--- src/rtl/crc16_pkg.sv ---
// crc16_pkg: constants and types shared by the byte-wise crc calculator.
// assumes a single synchronous clock domain and a synchronous active-high reset.
package crc16_pkg;

  localparam int unsigned CRC_WIDTH  = 16;
  localparam int unsigned DATA_WIDTH = 8;

  // generator bits below x16: x12 + x5 + 1
  localparam logic [15:0] CRC_POLY   = 16'h1021;
  localparam logic [15:0] CRC_RESET  = 16'h0000;
  localparam logic [7:0]  BYTE_RESET = 8'h00;

  // cycles from byte write to settled result
  localparam int unsigned FOLD_CYCLES = 2;

  typedef enum logic [1:0] {
    ST_IDLE = 2'b01,
    ST_FOLD = 2'b10
  } fold_state_t;

endpackage : crc16_pkg

--- src/rtl/crc16_byte_calculator.sv ---
// crc16_byte_calculator: byte-serial ccitt crc engine with a seedable result.
// assumes writes come from a core or transfer engine as one-cycle strobes on clock.
`timescale 1ns/1ps
`default_nettype none
module crc16_byte_calculator (
  input  wire logic                         clock,
  input  wire logic                         reset,
  input  wire logic                         result_wr,
  input  wire logic [crc16_pkg::CRC_WIDTH-1:0]  result_wdata,
  input  wire logic                         byte_wr,
  input  wire logic [crc16_pkg::DATA_WIDTH-1:0] byte_wdata,
  output logic      [crc16_pkg::CRC_WIDTH-1:0]  crc_result_reg,
  output logic                              busy
);
  import crc16_pkg::*;

  // how the strobes play out, E being the edge that takes a strobe:
  //   byte alone       E holds the byte, E+1 registers the folded code
  //   bytes in a row   each edge holds the next byte and lands the last
  //   seed alone       E replaces the remainder and its view at once
  //   seed while busy  the fold that would land at E is thrown away
  //   seed with byte   E seeds, E+1 lands the byte folded into the seed
  // busy is high exactly in the cycle between E and E+1 of each byte
  // limitation: only the reversed view leaves the block; the remainder in
  // division order is internal, so a seed does not read back as written

  // control state
  fold_state_t                 state_q;
  fold_state_t                 state_d;

  // byte held for the fold cycle
  logic [DATA_WIDTH-1:0]       in_byte_q;
  logic [DATA_WIDTH-1:0]       in_byte_d;

  // running remainder, kept in division order
  logic [CRC_WIDTH-1:0]        rem_q;
  logic [CRC_WIDTH-1:0]        rem_d;

  // reversed copy that the outside world reads
  logic [CRC_WIDTH-1:0]        rd_q;
  logic [CRC_WIDTH-1:0]        rd_d;

  // decoded strobes and the datapath between the registers
  logic                        seed_take;
  logic                        byte_take;
  logic                        fold_now;
  logic                        drop_fold;
  logic [DATA_WIDTH-1:0]       rev_byte;
  logic [CRC_WIDTH-1:0]        folded;

  // loop indices for the wiring-only reversals
  genvar                       gi;
  genvar                       gj;

  // write decode; both strobes may be high on the same edge
  assign seed_take = result_wr;
  assign byte_take = byte_wr;
  assign fold_now  = (state_q == ST_FOLD);
  assign drop_fold = seed_take && !byte_take;

  // reverse bit order within the held byte
  // pure wiring, so bit 0 of the written byte enters the divider first
  generate
    for (gi = 0; gi < DATA_WIDTH; gi++) begin : g_rev_byte
      assign rev_byte[gi] = in_byte_q[DATA_WIDTH-1-gi];
    end
  endgenerate

  crc16_fold u_fold (
    .rem_in  (rem_q),
    .byte_in (rev_byte),
    .rem_out (folded)
  );

  // control next state; the split into a hold cycle and a fold cycle keeps
  // the eight-stage xor chain off the write path at 250 MHz
  always_comb begin
    state_d = state_q;
    case (state_q)
      ST_IDLE: begin
        if (byte_take) begin
          state_d = ST_FOLD;
        end
      end
      ST_FOLD: begin
        if (byte_take) begin
          state_d = ST_FOLD; // back-to-back bytes keep streaming
        end else begin
          state_d = ST_IDLE;
        end
      end
      default: begin
        state_d = ST_IDLE; // illegal code, recover quietly
      end
    endcase
    if (drop_fold) begin
      state_d = ST_IDLE;
    end
  end

  // control register
  always_ff @(posedge clock) begin
    if (reset) begin
      state_q <= ST_IDLE;
    end else begin
      state_q <= state_d;
    end
  end

  // held byte next value; a new byte may land while the last one folds
  always_comb begin
    in_byte_d = in_byte_q;
    if (byte_take) begin
      in_byte_d = byte_wdata;
    end
  end

  // held byte register
  always_ff @(posedge clock) begin
    if (reset) begin
      in_byte_q <= BYTE_RESET;
    end else begin
      in_byte_q <= in_byte_d;
    end
  end

  // remainder next value; a seed overrides even a fold that lands on the
  // same edge, so a new block never inherits a half-finished code
  always_comb begin
    case (state_q)
      ST_IDLE: begin
        rem_d = rem_q;
      end
      ST_FOLD: begin
        rem_d = folded;
      end
      default: begin
        rem_d = rem_q;
      end
    endcase
    if (seed_take) begin
      rem_d = result_wdata; // stored as written, not reversed
    end
  end

  always_ff @(posedge clock) begin
    if (reset) begin
      rem_q <= CRC_RESET;
    end else begin
      rem_q <= rem_d;
    end
  end

  // reversed read view
  // taken from the next remainder so the view never lags a cycle behind
  generate
    for (gj = 0; gj < CRC_WIDTH; gj++) begin : g_read_view
      assign rd_d[gj] = rem_d[CRC_WIDTH-1-gj];
    end
  endgenerate

  // read view register; data outputs leave the block from flops
  always_ff @(posedge clock) begin
    if (reset) begin
      rd_q <= CRC_RESET; // reversed zero is still zero
    end else begin
      rd_q <= rd_d;
    end
  end

  // outputs: view from its flops, busy straight from the control state
  assign crc_result_reg = rd_q;
  assign busy           = fold_now;

endmodule : crc16_byte_calculator
`default_nettype wire

--- src/rtl/crc16_fold.sv ---
// crc16_fold: combinational fold of one byte into a sixteen-bit remainder.
// assumes the caller registers the result; pure logic, no state.
`timescale 1ns/1ps
`default_nettype none
module crc16_fold (
  input  wire logic [15:0] rem_in,
  input  wire logic [7:0]  byte_in,
  output logic      [15:0] rem_out
);
  import crc16_pkg::*;

  // bitwise long division, msb of the byte first
  always_comb begin
    logic [15:0] r;
    r = rem_in;
    for (int i = 7; i >= 0; i--) begin
      if (r[15] ^ byte_in[i]) begin
        r = {r[14:0], 1'b0} ^ CRC_POLY;
      end else begin
        r = {r[14:0], 1'b0};
      end
    end
    rem_out = r;
  end

endmodule : crc16_fold
`default_nettype wire

--- config.mk ---
export PLATFORM = sky130hd
export DESIGN_NAME = crc16_byte_calculator
export DESIGN_NICKNAME = d
export VERILOG_FILES = /design/src/rtl/crc16_pkg.sv /design/src/rtl/crc16_byte_calculator.sv /design/src/rtl/crc16_fold.sv
export SDC_FILE = /design/constraint.sdc
export NUM_CORES = 1
export LEC_CHECK = 0
export ABC_AREA = 1
export BUFFER_PORTS_ARGS = -buffer_cell sky130_fd_sc_hd__buf_2
export CAP_MARGIN = 10
export CORE_ASPECT_RATIO = 0.6
export CORE_UTILIZATION = 55
export CTS_CLUSTER_SIZE = 24
export DETAILED_ROUTE_END_ITERATION = 10
export MAX_ROUTING_LAYER = met4
export PLACE_DENSITY_LB_ADDON = 0.1
export SLEW_MARGIN = 20
export SYNTH_ARGS = -nofsm -noshare
export SYNTH_HDL_FRONTEND = slang
export SYNTH_HIERARCHICAL = 1
export SYNTH_SLANG_ARGS = --single-unit
--- constraint.sdc ---
create_clock -name clock -period 4.3 [get_ports clock]
set_clock_uncertainty 0.2 [all_clocks]
set_input_delay 0.645 -clock clock [delete_from_list [all_inputs] [get_ports clock]]
set_output_delay 0.645 -clock clock [all_outputs]
set_load 0.05 [all_outputs]
==> results.py <==
metrics = {
    "clock_network": {
        "cts_tree": "built",
        "clk_pin_slew_worst_paths_ns": 0.09,
        "cts_hold_buf": 0,
        "cts_resized": 0,
        "root_buffer": "clkbuf_8",
        "cts_max_level": 1,
        "post_cts.repair.setup_buffers": 0,
        "clock_sinks": 26,
        "numCtsBuffers": 3,
        "clk_latency_ns": 0.27,
        "cts_buffer_depth": 2,
    },
    "floorplanning": {
        "num_rows": 15,
        "die-area_sq_um": 3379,
        "pin_count": 45,
        "start_util_pct": 59.06,
        "core_sq_um": 2928,
        "die_w_um": 74.39,
        "die-height_um": 45.43,
    },
    "routing": {
        "viasPerCell": 4.756,
        "wl_per_cell_um": 10.90,
        "drtPass1Iterations": 4,
        "antenna_left": 0,
        "drc": 0,
        "route.vias.total": 1793,
        "drtIter0Drc": 111,
        "drt-total-wl_um": 4108,
    },
    "setup_path": {
        "critical_path.max_stage_delay_ns": 0.67,
        "startpoint_type": "register",
        "reg2reg_to": "rem_q[10]",
        "cp_cell_sequence": "inv_1 -> ha_1 -> buf_2",
        "crit_end": "busy",
        "rr_startpoint": "state_q[0]",
        "cp-startpoint": "state_q[0]",
        "worstRegToRegCells": 7,
        "cp.required_ns": 3.45,
        "crit_path_end_kind": "primary output",
        "worstPathArrival_ns": 1.76,
        "cp_max_fo": 19,
        "cp_slowest_cell": "ha_1",
        "worst-setup-path-type": "reg -> out",
        "r2r_slack_ns": 2.45,
    },
    "place": {
        "dp_slack_ns": 1.990,
        "dp_hpwl_um": 3085,
        "io_buffers": 44,
        "gp_congestion": 0.8526,
    },
    "min_path": {
        "worstHoldPathCells": 2,
        "hold_path.class": "reg -> reg",
    },
    "yosys": {
        "yosysTopAreaCell": "dfxtp_1",
        "avgSynthCellArea_sq_um": 5.822,
        "yosysMostFrequentCell": "nand2_1",
        "synth_seq_area_share_pct": 30.10,
        "syn-num-nets": 328,
        "async_flop_share_pct": 0,
        "yosysWarnings": 6,
        "netlist_top_cells_area": "dfxtp_1 30%, nand2_1 26%, nor2_1 14%, inv_1 5.9%, nand2_2 5.1%",
        "synth_edf_count": 0,
        "syn-cell-area_sq_um": 1729,
        "synth-seq-cells": 26,
        "postSynthCellCount": 297,
        "synth_common_cells": "118 x nand2_1, 65 x nor2_1, 27 x inv_1, 26 x dfxtp_1, 15 x nand3_1",
        "synth.distinct_cells": 21,
        "synth_top_area_share_pct": 30.10,
        "ys.flop_type": "dfxtp_1",
    },
    "final_layout": {
        "largest_register_ffs": 15,
        "multi_input_area_sq_um": 1018,
        "finish.net_count": 368,
        "area_delta_synth_final_pct": 13.46,
        "seqCellArea_sq_um": 520.5,
        "drive_gt1_share_pct": 19.40,
        "reg_top3": "rem_q (15), in_byte_q (8), state_q (2)",
        "largest-register": "rem_q",
        "fillCellCount": 312,
        "diodes": 0,
    },
    "pwr": {
        "power_leakage_nw": 1.060,
        "switching_power_w": 0.0002011,
        "power_frac_seq_pct": 47.3,
        "cellInternalPower_w": 0.0003722,
        "ir_drop_v": 0.0002239,
        "swShare_pct": 35.07,
        "pwr-share-clk_pct": 23.7,
        "powerDensity_nw_per_um2": 292.2,
        "pwr-share-comb_pct": 29.0,
    },
    "global_route": {
        "grt_pass1_wl_um": 6637,
        "grt_max_degree": 20,
        "grt_pass1_vias": 1480,
        "track_usage_pct": 27.57,
        "antenna_found_initial": 0,
        "grt-ovfl-total": 0,
    },
    "sta": {
        "fin_tns_setup_ns": 0,
        "worstMarginPinSlew_ns": 0.7692,
        "fmax_mhz": 383.7,
        "max_slew_margin_pct": 48.72,
        "period_needed_ns": 2.606,
        "drv_slew": 0,
        "setup_ws_ns": 1.694,
        "setup_viol": 0,
        "hold_viol": 0,
        "rsz0062_at_grt": "false",
        "post-route-period-util_pct": 60.61,
    },
    "outcome": {
        "status": "completed",
    },
    "run": {
        "drv_cap": 0,
    },
}
[cells by family (layout without fill, tap and decap cells)]
logic type,Yosys count,in the layout,share of synthesized area (%)
and+or+nand+nor,214,214,50.94
AOI/OAI and AO/OA,12,12,3.763
buffers and inverters,38,76,11.00
DFF,26,26,30.10
adders and majority gates,3,3,2.171
xor gates and xnor gates,4,4,2.026
[through the flow]
step | area [sq um] | hold slack, ns | utilization, % | instances | total power [W]
2_1_floorplan | 1729 | 0.2853 | - | 297 | 0.0004030
3_3_place_gp | 1921 | 0.3121 | 65.60 | 374 | 0.0004378
3_5_place_dp | 1921 | 0.3222 | 65.60 | 374 | 0.0004405
4_1_cts | 1962 | 0.3474 | 67.01 | 377 | 0.0005759
5_1_grt | 1962 | 0.3744 | 67.01 | 377 | 0.0006115
6_report | 1962 | 0.3506 | 67.01 | 377 | 0.0005733
[per-layer routing]
metal / global-route usage, % / part of all wire (%) / wire [um] / vias to the layer above
li1: - / - / - / 964
met1: 39.95 / 54 / 2206 / 772
met2: 39.82 / 39 / 1609 / 55
met3: 5.310 / 6.6 / 271 / 2
met4: 5.283 / 0.49 / 20 / 0
met5: - / 0 / 0 / -
[critical path: cells and delay by family (launching register included)]
kind | cells | cell delay, ns
adder cells (fa/ha/maj) | 1 | 0.67
buffers and inverters | 2 | 0.50
flip-flops | 1 | 0.32
[placed cells by master, fill, tap and decap left out, types with 3 or more instances in the layout]
master    netlist  routed
dfxtp_1        26      26
clkbuf_8        0       3
o21ai_0         9       9
buf_2           1      44
inv_1          27      27
nand3_1        15      15
ha_1            3       3
nand2_2        14      14
nand2_1       118     118
xor2_1          3       3
nor2_1         65      65
[layout make-up]
class | count | area share, %
inverter | 29 | 5.548
multi-input combinational | 233 | 51.91
timing repair buffer | 44 | 11.22
tap | 42 | 2.679
sequential | 26 | 26.53
clock buffer | 3 | 2.105
[power groups by stage]
| stage | Combinational (W) | Clock [W] | Sequential (W) |
|---|---|---|---|
| 2_1_floorplan | 0.000101 | 0 | 0.000302 |
| 3_3_place_gp | 0.000162 | 0 | 0.000276 |
| 3_5_place_dp | 0.000164 | 0 | 0.000277 |
| 4_1_cts | 0.000165 | 0.000140 | 0.000271 |
| 5_1_grt | 0.000186 | 0.000152 | 0.000274 |
| 6_report | 0.000166 | 0.000136 | 0.000271 |
[how the worst min path moves through the flow]
stage,start,end
6_report,in_byte_q[4],in_byte_q[4]
5_1_grt,state_q[1],state_q[1]
4_1_cts,in_byte_q[6],in_byte_q[6]
3_5_place_dp,in_byte_q[6],in_byte_q[6]
3_3_place_gp,in_byte_q[6],in_byte_q[6]
2_1_floorplan,in_byte_q[4],in_byte_q[4]
No activity file was read; power rests on OpenSTA's default activity.
